## config.mk

```make
export PLATFORM = sky130hd
export DESIGN_NAME = serial_flash_bus_controller
export DESIGN_NICKNAME = d
export VERILOG_FILES = /design/src/read_data_fifo.v /design/src/serial_flash_bus_controller.v
export VERILOG_INCLUDE_DIRS = /design/src
export SDC_FILE = /design/constraint.sdc
export NUM_CORES = 1
export LEC_CHECK = 0
export BUFFER_PORTS_ARGS = -buffer_cell sky130_fd_sc_hd__buf_2
export CAP_MARGIN = 20
export CORE_ASPECT_RATIO = 1.4
export CORE_MARGIN = 1
export CORE_UTILIZATION = 60
export DETAILED_ROUTE_END_ITERATION = 8
export PLACE_DENSITY = 0.85
export SYNTH_ARGS = -nofsm -noshare
export SYNTH_HDL_FRONTEND = slang
export SYNTH_SLANG_ARGS = --single-unit
```

## constraint.sdc

```tcl
create_clock -name core_clk_i -period 6.1 [get_ports core_clk_i]
set_input_delay 0.61 -clock core_clk_i [delete_from_list [all_inputs] [get_ports core_clk_i]]
set_output_delay 0.61 -clock core_clk_i [all_outputs]
set_load 0.03 [all_outputs]
```

## src/flash_read_consts.vh

```
/*
  Shared constants of the serial flash read controller: idle-line codes,
  FIFO shape and frame layout.
  Assumes it is included by bare name from every design file that needs it.
*/
`ifndef FLASH_READ_CONSTS_VH
`define FLASH_READ_CONSTS_VH

// ----------------------------------------
// Idle value codes per data line
// ----------------------------------------
`define IDLE_LOW 2'h0
`define IDLE_HIGH 2'h1
`define IDLE_HOLD 2'h2
`define IDLE_FLOAT 2'h3

// ----------------------------------------
// Data buffer and frame layout
// ----------------------------------------
`define FIFO_WIDTH 8
`define FIFO_DEPTH 16
`define FIFO_AW 4
`define FIFO_ROOM_MAX 5'h0c
`define CMD_CYCLES 7'h08
`define ADDR3_CYCLES_X1 7'h18
`define ADDR4_CYCLES_X1 7'h20
`define ADDR3_CYCLES_X4 7'h06
`define ADDR4_CYCLES_X4 7'h08
`define DATA_CYCLES_X1 7'h20
`define DATA_CYCLES_X4 7'h08
`define BYTE_BITS_X1 3'h7
`define BYTE_NIBBLES_X4 3'h1

`endif

```

## src/read_data_fifo.v

```verilog
/*
  Synchronous FIFO with a registered output stage.
  Assumes one clock and an active-low asynchronous reset.
*/
`timescale 1ns/1ps
`default_nettype none
`include "flash_read_consts.vh"

module read_data_fifo #(
  parameter WIDTH = `FIFO_WIDTH,
  parameter DEPTH = `FIFO_DEPTH,
  parameter AW = `FIFO_AW
) (
  // Clock and reset
  input wire core_clk_i,
  input wire rst_b_i,
  // Fill side
  input wire in_valid_i,
  input wire [WIDTH-1:0] in_data_i,
  output wire in_ready_o,
  output wire [AW:0] level_o,
  // Drain side
  output wire out_valid_o,
  output wire [WIDTH-1:0] out_data_o,
  input wire out_ready_i
);
  reg [WIDTH-1:0] mem_q [0:DEPTH-1];
  reg [AW-1:0] wr_ptr_q;
  reg [AW-1:0] rd_ptr_q;
  reg [AW:0] cnt_q;
  reg out_valid_q;
  reg [WIDTH-1:0] out_data_q;
  wire push;
  wire pop;

  assign in_ready_o = (cnt_q != DEPTH[AW:0]);
  assign push = in_valid_i && in_ready_o;
  // Refill the output register whenever it is empty or being taken
  assign pop = (cnt_q != {(AW+1){1'b0}}) && (!out_valid_q || out_ready_i);
  assign level_o = cnt_q;
  assign out_valid_o = out_valid_q;
  assign out_data_o = out_data_q;

  always @(posedge core_clk_i) begin
    if (push) begin
      mem_q[wr_ptr_q] <= in_data_i;
    end
  end

  always @(posedge core_clk_i or negedge rst_b_i) begin
    if (!rst_b_i) begin
      wr_ptr_q <= {AW{1'b0}};
      rd_ptr_q <= {AW{1'b0}};
      cnt_q <= {(AW+1){1'b0}};
      out_valid_q <= 1'b0;
      out_data_q <= {WIDTH{1'b0}};
    end else begin
      if (push) begin
        wr_ptr_q <= wr_ptr_q + 1'b1;
      end
      if (pop) begin
        rd_ptr_q <= rd_ptr_q + 1'b1;
        out_data_q <= mem_q[rd_ptr_q];
        out_valid_q <= 1'b1;
      end else if (out_ready_i) begin
        out_valid_q <= 1'b0;
      end
      cnt_q <= cnt_q + {{AW{1'b0}}, push} - {{AW{1'b0}}, pop};
    end
  end
endmodule
`default_nettype wire

```

## src/serial_flash_bus_controller.v

```verilog
/*
  Memory-mapped serial flash read engine: one 32-bit word per request,
  with programmable select/clock delays, rate, phases and idle lines.
  Assumes settings come from logic on core_clk_i and stay put while busy;
  data lines arrive from pins and are synchronised here.
*/
`timescale 1ns/1ps
`default_nettype none
`include "flash_read_consts.vh"

module serial_flash_bus_controller (
  // Clock and reset
  input wire core_clk_i,
  input wire rst_b_i,
  // Read request from the mapped window
  input wire req_valid_i,
  input wire [31:0] req_addr_i,
  output wire req_ready_o,
  // Read data, four bytes per request, lowest address first
  output wire [7:0] rd_data_o,
  output wire rd_valid_o,
  input wire rd_ready_i,
  // Settings
  input wire [2:0] next_access_delay_i,
  input wire [2:0] select_negate_delay_i,
  input wire [2:0] clock_start_delay_i,
  input wire [7:0] rate_value_i,
  input wire [1:0] rate_divider_select_i,
  input wire clock_polarity_i,
  input wire transmit_phase_i,
  input wire receive_sample_phase_i,
  input wire [1:0] line0_idle_value_i,
  input wire [1:0] line1_idle_value_i,
  input wire [1:0] line2_idle_value_i,
  input wire [1:0] line3_idle_value_i,
  input wire quad_width_i,
  input wire addr_4byte_i,
  input wire [7:0] read_command_i,
  input wire [4:0] dummy_cycles_i,
  // Status
  output wire busy_o,
  // Flash pins
  output wire flash_chip_select_b_o,
  output wire serial_clock_o,
  output wire [3:0] data_line_o,
  output wire [3:0] data_line_oe_o,
  input wire [3:0] data_line_i
);
  localparam [2:0] S_IDLE = 3'h0;
  localparam [2:0] S_LEAD = 3'h1;
  localparam [2:0] S_XFER = 3'h2;
  localparam [2:0] S_TRAIL = 3'h3;
  localparam [2:0] S_GAP = 3'h4;

  reg [2:0] st_q;
  reg req_ready_q;
  reg cs_b_q;
  reg sclk_q;
  reg phase_q;
  reg [10:0] hc_q;
  reg [10:0] half_q;
  reg [4:0] dly_q;
  reg [6:0] cyc_q;
  reg [39:0] tx_q;
  reg [7:0] rx_q;
  reg [2:0] rxn_q;
  reg [1:0] rx_pipe_q;
  reg push_q;
  reg [7:0] push_data_q;
  reg [3:0] din_s1_q;
  reg [3:0] din_s2_q;
  reg [3:0] dout_q;
  reg [3:0] oe_q;
  reg quad_q, a4_q, cpol_q, transmit_phase_q, receive_sample_phase_q;
  reg [2:0] nad_q, snd_q;
  reg [4:0] dummy_q;

  wire fifo_in_ready;
  wire [4:0] fifo_level;
  wire room = fifo_in_ready && (fifo_level <= `FIFO_ROOM_MAX);
  wire take = req_valid_i && req_ready_q;
  wire tick = (hc_q == 11'h000);

  // ----------------------------------------
  // Serial clock rate
  // ----------------------------------------
  // Half period in bus cycles; rate 0 halves the divider, floor of one cycle
  reg [10:0] half_w;
  always @* begin
    if (rate_value_i == 8'h00) begin
      half_w = (rate_divider_select_i == 2'h0) ? 11'h001 :
               (11'h001 << (rate_divider_select_i - 2'h1));
    end else begin
      half_w = {3'h0, rate_value_i} << rate_divider_select_i;
    end
  end

  // ----------------------------------------
  // Frame layout
  // ----------------------------------------
  wire [6:0] e_addr = `CMD_CYCLES + (quad_q ? (a4_q ? `ADDR4_CYCLES_X4 : `ADDR3_CYCLES_X4) :
                      (a4_q ? `ADDR4_CYCLES_X1 : `ADDR3_CYCLES_X1));
  wire [6:0] e_dummy = e_addr + {2'h0, dummy_q};
  wire [6:0] e_last = e_dummy + (quad_q ? `DATA_CYCLES_X4 : `DATA_CYCLES_X1) - 7'h01;

  wire lead_ev = tick && ((st_q == S_LEAD && dly_q == 5'h00) || (st_q == S_XFER && !phase_q));
  wire trail_ev = tick && (st_q == S_XFER) && phase_q;
  // Trailing-edge launch presets the first bit half a period before the first edge
  wire pre_ev = tick && (st_q == S_LEAD) && (dly_q == 5'h01);
  wire tx_ev = transmit_phase_q ? lead_ev : (trail_ev || pre_ev);
  wire rx_ev = receive_sample_phase_q ? trail_ev : lead_ev;
  wire [6:0] ncyc = transmit_phase_q ? cyc_q : (cyc_q + 7'h01);

  // ----------------------------------------
  // Transmit line values for the next cycle
  // ----------------------------------------
  reg [3:0] tx_d_w;
  reg [3:0] tx_oe_w;
  reg [39:0] tx_next_w;
  always @* begin
    tx_next_w = tx_q;
    tx_d_w = {2'h3, dout_q[1], tx_q[39]};
    tx_oe_w = 4'hd;
    if (ncyc < `CMD_CYCLES) begin
      tx_next_w = {tx_q[38:0], 1'b0};
    end else if (ncyc < e_addr && quad_q) begin
      tx_d_w = tx_q[39:36];
      tx_oe_w = 4'hf;
      tx_next_w = {tx_q[35:0], 4'h0};
    end else if (ncyc < e_addr) begin
      tx_next_w = {tx_q[38:0], 1'b0};
    end else begin
      // Dummy and data cycles: the flash drives; quad releases all lines, single width releases line 1 only
      tx_d_w = dout_q;
      tx_oe_w = quad_q ? 4'h0 : 4'hd;
    end
  end

  // ----------------------------------------
  // Sequencer
  // ----------------------------------------
  always @(posedge core_clk_i or negedge rst_b_i) begin
    if (!rst_b_i) begin
      st_q <= S_IDLE;
      req_ready_q <= 1'b0;
      cs_b_q <= 1'b1;
      sclk_q <= 1'b0;
      phase_q <= 1'b0;
      hc_q <= 11'h000;
      half_q <= 11'h001;
      dly_q <= 5'h00;
      cyc_q <= 7'h00;
      tx_q <= 40'h0000000000;
      quad_q <= 1'b0;
      a4_q <= 1'b0;
      cpol_q <= 1'b0;
      transmit_phase_q <= 1'b0;
      receive_sample_phase_q <= 1'b0;
      nad_q <= 3'h0;
      snd_q <= 3'h0;
      dummy_q <= 5'h00;
    end else begin
      hc_q <= tick ? (half_q - 11'h001) : (hc_q - 11'h001);
      req_ready_q <= (st_q == S_IDLE) && !take && room;
      case (st_q)
        S_IDLE: begin
          sclk_q <= clock_polarity_i;
          if (take) begin
            // Settings are captured so a change mid-access has no effect
            quad_q <= quad_width_i;
            a4_q <= addr_4byte_i;
            cpol_q <= clock_polarity_i;
            transmit_phase_q <= transmit_phase_i;
            receive_sample_phase_q <= receive_sample_phase_i;
            nad_q <= next_access_delay_i;
            snd_q <= select_negate_delay_i;
            dummy_q <= dummy_cycles_i;
            half_q <= half_w;
            hc_q <= half_w - 11'h001;
            tx_q <= addr_4byte_i ? {read_command_i, req_addr_i} :
                    {read_command_i, req_addr_i[23:0], 8'h00};
            cs_b_q <= 1'b0;
            dly_q <= {1'b0, clock_start_delay_i, 1'b1};
            cyc_q <= 7'h00;
            phase_q <= 1'b0;
            st_q <= S_LEAD;
          end
        end
        S_LEAD: begin
          if (tick && dly_q == 5'h00) begin
            sclk_q <= ~cpol_q;
            phase_q <= 1'b1;
            st_q <= S_XFER;
          end else if (tick) begin
            dly_q <= dly_q - 5'h01;
          end
        end
        S_XFER: begin
          if (lead_ev) begin
            sclk_q <= ~cpol_q;
            phase_q <= 1'b1;
          end
          if (trail_ev) begin
            sclk_q <= cpol_q;
            phase_q <= 1'b0;
            cyc_q <= cyc_q + 7'h01;
            if (cyc_q == e_last) begin
              dly_q <= {1'b0, snd_q, 1'b0} + 5'h02;
              st_q <= S_TRAIL;
            end
          end
        end
        S_TRAIL: begin
          if (tick && dly_q == 5'h00) begin
            cs_b_q <= 1'b1;
            dly_q <= {1'b0, nad_q, 1'b1};
            st_q <= S_GAP;
          end else if (tick) begin
            dly_q <= dly_q - 5'h01;
          end
        end
        S_GAP: begin
          if (tick && dly_q == 5'h00) begin
            st_q <= S_IDLE;
          end else if (tick) begin
            dly_q <= dly_q - 5'h01;
          end
        end
        default: begin
          st_q <= S_IDLE;
          cs_b_q <= 1'b1;
        end
      endcase
      if (tx_ev) begin
        tx_q <= tx_next_w;
      end
    end
  end

  // ----------------------------------------
  // Data lines: drive and idle values
  // ----------------------------------------
  wire [7:0] idle_code = {line3_idle_value_i, line2_idle_value_i, line1_idle_value_i, line0_idle_value_i};
  genvar gi;
  generate
    for (gi = 0; gi < 4; gi = gi + 1) begin : g_line
      always @(posedge core_clk_i or negedge rst_b_i) begin
        if (!rst_b_i) begin
          dout_q[gi] <= 1'b0;
          oe_q[gi] <= 1'b0;
        end else if (cs_b_q) begin
          case (idle_code[2*gi+1:2*gi])
            `IDLE_LOW: begin
              dout_q[gi] <= 1'b0;
              oe_q[gi] <= 1'b1;
            end
            `IDLE_HIGH: begin
              dout_q[gi] <= 1'b1;
              oe_q[gi] <= 1'b1;
            end
            `IDLE_HOLD: begin
              oe_q[gi] <= 1'b1;
            end
            default: begin
              oe_q[gi] <= 1'b0;
            end
          endcase
        end else if (tx_ev) begin
          dout_q[gi] <= tx_d_w[gi];
          oe_q[gi] <= tx_oe_w[gi];
        end
      end
    end
  endgenerate

  // ----------------------------------------
  // Receive path
  // ----------------------------------------
  // Strobe delayed two cycles so it meets the pin value seen at the edge
  always @(posedge core_clk_i or negedge rst_b_i) begin
    if (!rst_b_i) begin
      din_s1_q <= 4'h0;
      din_s2_q <= 4'h0;
      rx_q <= 8'h00;
      rxn_q <= 3'h0;
      rx_pipe_q <= 2'h0;
      push_q <= 1'b0;
      push_data_q <= 8'h00;
    end else begin
      din_s1_q <= data_line_i;
      din_s2_q <= din_s1_q;
      push_q <= 1'b0;
      rx_pipe_q <= {rx_pipe_q[0], rx_ev && (cyc_q >= e_dummy) && (cyc_q <= e_last)};
      if (st_q == S_IDLE) begin
        rxn_q <= 3'h0;
      end else if (rx_pipe_q[1]) begin
        if (quad_q) begin
          rx_q <= {rx_q[3:0], din_s2_q};
          if (rxn_q == `BYTE_NIBBLES_X4) begin
            push_q <= 1'b1;
            push_data_q <= {rx_q[3:0], din_s2_q};
            rxn_q <= 3'h0;
          end else begin
            rxn_q <= rxn_q + 3'h1;
          end
        end else begin
          rx_q <= {rx_q[6:0], din_s2_q[1]};
          if (rxn_q == `BYTE_BITS_X1) begin
            push_q <= 1'b1;
            push_data_q <= {rx_q[6:0], din_s2_q[1]};
          end
          rxn_q <= rxn_q + 3'h1;
        end
      end
    end
  end

  read_data_fifo #(
    .WIDTH(`FIFO_WIDTH),
    .DEPTH(`FIFO_DEPTH),
    .AW(`FIFO_AW)
  ) u_fifo (
    .core_clk_i(core_clk_i),
    .rst_b_i(rst_b_i),
    .in_valid_i(push_q),
    .in_data_i(push_data_q),
    .in_ready_o(fifo_in_ready),
    .level_o(fifo_level),
    .out_valid_o(rd_valid_o),
    .out_data_o(rd_data_o),
    .out_ready_i(rd_ready_i)
  );

  assign req_ready_o = req_ready_q;
  assign busy_o = (st_q != S_IDLE);
  assign flash_chip_select_b_o = cs_b_q;
  assign serial_clock_o = sclk_q;
  assign data_line_o = dout_q;
  assign data_line_oe_o = oe_q;
endmodule
`default_nettype wire

```

==> impl_metrics.json, run 1 <==
{
  "run_status": "completed",
  "rsz0062_at_grt": "false",
  "power.leakage_nw": 6.962,
  "synth_nets": 1405,
  "yosysUniqueCellTypes": 78,
  "drt_wl_total_um": 33950,
  "fin_nets": 1490,
  "cp-start-kind": "flop",
  "synth_edf_count": 128,
  "drt-initial-drc-count": 829,
  "cts_root_buf": "clkbuf_16",
  "start_util_pct": 61.00,
  "fin_crit_ns": 4.953,
  "rows": 67,
  "path_max_fanout": 15,
  "swShare_pct": 35.97,
  "ys.flop_type": "dfrtp_1",
  "clkTransAtPathRegs_ns": 0.07,
  "timing.fmax_ghz": 0.2019,
  "seqCellArea_um2": 7751,
  "viasPerCell": 6.287,
  "die_h_um": 186.7,
  "synth-seq-cells": 284,
  "fillers": 1699,
  "gp_congestion": 0.9093,
  "path_class": "reg2reg",
  "switchingPower_mw": 2.523,
  "crit_required_ns": 6.51,
  "first_global_vias": 10640,
  "syn_avg_cell_area_um2": 11.59,
  "setup_ws_ns": 1.147,
  "cts.repair.resized": 0,
  "core_um2": 23980,
  "power.share.combinational_pct": 36.9,
  "dp_hpwl_um": 23230,
  "hold_slack_ns": 0.1179,
  "slew_headroom_pct": 31.92,
  "antenna_found_initial": 0,
  "synth.yosys.seq_area_share_pct": 52.99,
  "vias": 10560,
  "ys_async_sr_fraction_pct": 54.93,
  "pwr-share-seq_pct": 38.3,
  "clk_latency_ns": 0.53,
  "port_buffers": 105,
  "dieArea_um2": 25010,
  "max_cap_viol_count": 0,
  "drc": 0,
  "wl_per_cell_um": 20.22,
  "netlist_area_um2": 14630,
  "slew_violations": 0,
  "clkPwrFrac_pct": 24.9,
  "power-per-cell-area_nw_per_um2": 428.5,
  "clockBufferDepth": 3,
  "vdd_drop_max_mv": 0.3532,
  "ys_warn_count": 0,
  "multi_input_area_um2": 6411,
  "die_x_um": 134.0,
  "cts_buffers": 27,
  "syn_to_final_growth_pct": 11.91,
  "internal_power_mw": 4.490,
  "grt_pass1_wl_um": 54140,
  "final_layout_size_suffix_gt1_share_pct": 18.36,
  "crit_arrival_ns": 5.36,
  "fin_tns_setup_ns": 0,
  "tightest_slew_ns": 1.021,
  "ios": 106,
  "first_pass_iters": 5,
  "syn-instance-count": 1262,
  "numClockSinks": 284,
  "ant_nets": 0,
  "finalSetupViolCount": 0,
  "grt_start_max_net_pins": 81,
  "endpoint_kind": "flop",
  "final_hold_viol_count": 0,
  "fin_crit_sh_pct": 81.19,
  "final.setup_skew_ns": 0.01614,
  "hold_buffers": 0,
  "hold_class": "in2async",
  "postCtsSetupBuffers": 0,
  "overflow": 0,
  "htree_levels": 1,
  "grtUsageTotal_pct": 27.51,
  "cts_tree": "built",
  "pre_cts_slack_ns": 1.249
}
## registers in the layout, indices dropped and copies added (netlist names), 5 cells and up
register	flops
u_fifo.mem_q	128
tx_q	40
half_q	11
hc_q	11
push_data_q	8
u_fifo.out_data_o	8
cyc_q	7
rx_q	7
dly_q	5
dummy_q	5
u_fifo.level_o	5
## synthesized netlist by cell type, drive strengths merged, types with 9 or more instances
master / instances / area share (%)
a21oi: 57 / 2.0
a31oi: 10 / 0.43
a32o: 28 / 1.9
buf: 25 / 0.98
clkbuf: 43 / 1.1
dfrtp: 154 / 26
edfxtp: 128 / 26
ha: 56 / 4.8
inv: 46 / 1.2
mux2: 18 / 1.4
mux2i: 56 / 3.8
mux4: 45 / 6.9
nand2: 170 / 4.4
nand3: 17 / 0.58
nand4: 9 / 0.38
nor2: 96 / 2.5
nor3: 29 / 1.1
o21ai: 81 / 2.8
o31ai: 17 / 0.87
or3: 21 / 0.90
xnor2: 25 / 1.5
xor2: 21 / 1.3
## worst max-delay path, cell delays in order (launching register included)
cell and delay, ns:
dfrtp_1 0.38, buf_4 0.21, ha_1 0.30, xor2_1 0.19, ha_1 0.20, a21oi_1 0.21
nor3b_1 0.10, a311oi_1 0.33, xnor2_1 0.14, ha_1 0.29, inv_1 0.04, ha_1 0.32
a21oi_1 0.17, xor2_1 0.22, xnor2_1 0.10, ha_1 0.29, nand4_1 0.15, o311ai_0 0.38
o2111a_1 0.43, o21ai_0 0.18, a22o_1 0.21
## cell families after synthesis
family	synth area share, %
compound gates	11.46
buf+inv	3.259
fa+ha+maj	5.065
simple gates	12.32
flops	52.99
xor+xnor	2.755
mux	12.15
## area by class of cell
| class | instances | area share [%] |
|---|---|---|
| Multi-Input combinational cell | 864 | 39.17 |
| Sequential cell | 284 | 47.36 |
| Antenna cell | 2 | 0.03058 |
| Timing Repair Buffer | 124 | 4.365 |
| Tap cell | 310 | 2.370 |
| Inverter | 46 | 1.055 |
| Clock buffer | 32 | 4.243 |
| Clock inverter | 17 | 1.407 |
## power groups by stage
stage               combinational (mW)  clock [mW]  sequential (mW)
detailed placement                2.55           0             2.71
floorplan                         1.98           0             2.65
CTS                               2.57        1.76             2.68
global placement                  2.35           0             2.74
global route                      2.91        1.84             2.74
finish                            2.59        1.74             2.68
## metrics by stage
stage / instances / instance area, µm² / total power [mW] / util (%)
after floorplan: 1262 / 14630 / 4.628 / -
after global placement: 1624 / 15370 / 5.099 / 64.10
after detailed placement: 1626 / 15400 / 5.261 / 64.24
after CTS: 1675 / 16330 / 7.013 / 68.10
after global routing: 1677 / 16360 / 7.488 / 68.24
final: 1679 / 16370 / 7.013 / 68.27
## placed cells by master, fill, tap and decap left out, types with 46 or more instances in the layout
cell type  count
nand2_1      170
dfrtp_1      153
edfxtp_1     128
buf_2        104
nor2_1        94
o21ai_0       79
a21oi_1       57
mux2i_1       56
ha_1          56
inv_1         46
## worst paths after layout
| path | slack (ns) | endpoint | start | cells past startpoint |
|---|---|---|---|---|
| worst max-delay path | 1.15 | dly_q[1] | quad_q | 20 |
| worst min-delay path | 0.12 | u_fifo.out_data_o[4] | rst_b_i | 1 |
| max in group asynchronous | 4.90 | push_data_q[2] | rst_b_i | 3 |
| worst min register to register | 0.35 | din_s2_q[0] | din_s1_q[0] | 0 |
| min in group core_clk_i | 0.19 | din_s1_q[2] | data_line_i[2] | 1 |
| worst max register to register | 1.15 | dly_q[1] | quad_q | 20 |
## layer usage
metal / GRT usage (%) / routed length [µm]
met3: 3.423 / 1720
met5: 0 / 0
met1: 31.12 / 12190
met2: 51.24 / 18620
met4: 11.89 / 1425
Power figures use the tool's default switching activity.
==> inputs of run 2 (changes only) <==
==> constraint.sdc (replaced) <==
create_clock -name core_clk_i -period 5 [get_ports core_clk_i]
set_input_delay 0.5 -clock core_clk_i [delete_from_list [all_inputs] [get_ports core_clk_i]]
set_output_delay 0.5 -clock core_clk_i [all_outputs]
set_load 0.03 [all_outputs]
==> impl_metrics.json, run 2 (synthesis results as in run 1) <==
{
  "ios": 106,
  "regMostFlops": "u_fifo.mem_q",
  "path_class": "reg2reg",
  "run_status": "completed",
  "gp_congestion": 0.9244,
  "htree_levels": 1,
  "vdd_drop_max_mv": 0.3927,
  "wl_per_cell_um": 20.73,
  "finalSetupViolCount": 0,
  "power.share.combinational_pct": 36.8,
  "clkPwrFrac_pct": 24.0,
  "dieArea_um2": 25010,
  "final_common_cell": "nand2_1",
  "final.setup_skew_ns": 0.007753,
  "die_h_um": 186.7,
  "path_cells": "inv_1 > ha_2 > xor2_1 > ha_1 > a21oi_1 > nor3b_1 > a311oi_1 > xnor2_1 > ha_1 > inv_1 > ha_1 > a21oi_1 > xor2_1 > xnor2_1 > ha_1 > nand4_1 > o311ai_1 > o2111a_2 > o21ai_0 > a22o_1",
  "multi_input_area_um2": 6415,
  "ant_nets": 0,
  "grtUsageTotal_pct": 28.76,
  "die_x_um": 134.0,
  "crit_arrival_ns": 5.03,
  "grt_start_max_net_pins": 61,
  "path_max_fanout": 8,
  "clk_latency_ns": 0.54,
  "pwr-share-seq_pct": 39.2,
  "slew_headroom_pct": 31.90,
  "tightest_slew_ns": 1.021,
  "timing.fmax_ghz": 0.2173,
  "crit_slowest_cell": "dfrtp_1",
  "largest_reg_flops": 128,
  "clockBufferDepth": 3,
  "first_pass_iters": 6,
  "drt_wl_total_um": 35000,
  "fillers": 1719,
  "hold_slack_ns": 0.06673,
  "endpoint_kind": "flop",
  "grt_pass1_wl_um": 56270,
  "port_buffers": 105,
  "clkTransAtPathRegs_ns": 0.06,
  "fin_crit_sh_pct": 92.02,
  "crit_top_cell": "ha_1",
  "fin_crit_ns": 4.601,
  "internal_power_mw": 5.387,
  "cp-start-kind": "flop",
  "fin_nets": 1498,
  "rows": 67,
  "dp_hpwl_um": 24260,
  "seqCellArea_um2": 7752,
  "fin_tns_setup_ns": 0,
  "core_um2": 23980,
  "final_hold_viol_count": 0,
  "first_global_vias": 10970,
  "power-per-cell-area_nw_per_um2": 519.9,
  "antenna_found_initial": 0,
  "cts_buffers": 28,
  "critPathMaxStageDelay_ns": 0.40,
  "start_util_pct": 61.00,
  "power.leakage_nw": 6.974,
  "cts_tree": "built",
  "drt-initial-drc-count": 824,
  "cts_root_buf": "clkbuf_16",
  "viasPerCell": 6.303,
  "mostFrequentLayoutCells": "nand2_1 (170), dfrtp_1 (152), edfxtp_1 (128), buf_2 (104), nor2_1 (94)",
  "syn_to_final_growth_pct": 11.81,
  "overflow": 0,
  "vias": 10640,
  "hold_class": "in2reg",
  "switchingPower_mw": 3.114,
  "max_cap_viol_count": 0,
  "final_layout_size_suffix_gt1_share_pct": 18.52,
  "crit_required_ns": 5.43,
  "numClockSinks": 284,
  "drc": 0,
  "swShare_pct": 36.63,
  "slew_violations": 0,
  "reg.largest.list": "u_fifo.mem_q (128), tx_q (40)"
}
-- run 2: critical path, delay by kind of cell, from the launching register on --
kind                       cells  cell delay, ns
adders and majority gates      5            1.40
DFF                            1            0.40
AOI/OAI and AO/OA              7            1.70
buffers and inverters          2            0.21
xor gates and xnor gates       4            0.54
and+or+nand+nor                2            0.23
-- run 2: path summary, 6_finish.rpt --
path | from | depth (start not counted) | to | slack (ns)
worst min register to register | din_s1_q[3] | 0 | din_s2_q[3] | 0.34
worst max-delay path | a4_q | 20 | dly_q[1] | 0.40
min in group asynchronous | rst_b_i | 2 | u_fifo.out_data_o[6] | 0.50
max in group asynchronous | rst_b_i | 3 | quad_q | 3.28
worst min-delay path | data_line_i[0] | 1 | din_s1_q[0] | 0.07
worst max register to register | a4_q | 20 | dly_q[1] | 0.40
-- run 2: cell type report --
class / count / share of cell area (%)
well taps: 310 / 2.372
repair buffers: 131 / 4.537
diodes: 1 / 0.01530
multi-input cells: 864 / 39.23
flip-flops and latches: 284 / 47.41
clock buffers: 36 / 4.599
clock inverters: 16 / 0.7805
inverters: 46 / 1.056
-- run 2: timing repair --
action	in CTS	in global routing
resized for setup	0	4
endpoints found under the setup margin	0	5
hold buffers	1	0
endpoints found under the hold margin	58	0
buffers inserted	0	1
-- run 2: routing by layer --
layer	global-route usage [%]	vias to the layer above	share of wire, %
met2	53.99	407	55
met4	12.54	0	4.2
met5	0	-	0
met1	32.37	5276	36
li1	-	4855	-
met3	3.151	101	5.1
-- run 2: through the flow --
stage	area (µm²)	power [mW]	setup slack (ns)	utilization, %	cells
after global routing	16350	9.084	-0.007582	68.19	1687
after global placement	15420	6.236	0.3785	64.31	1631
after detailed placement	15420	6.427	0.2174	64.31	1631
final	16350	8.501	0.3988	68.20	1688
after CTS	16310	8.492	0.1696	68.03	1684
after floorplan	14630	5.646	0.6800	-	1262
-- run 2: power by group through the flow --
stage | logic (mW) | registers (mW) | clock network, mW
global placement | 2.91 | 3.33 | 0
CTS | 3.10 | 3.33 | 2.06
finish | 3.13 | 3.33 | 2.04
global route | 3.54 | 3.40 | 2.14
floorplan | 2.41 | 3.23 | 0
detailed placement | 3.07 | 3.36 | 0
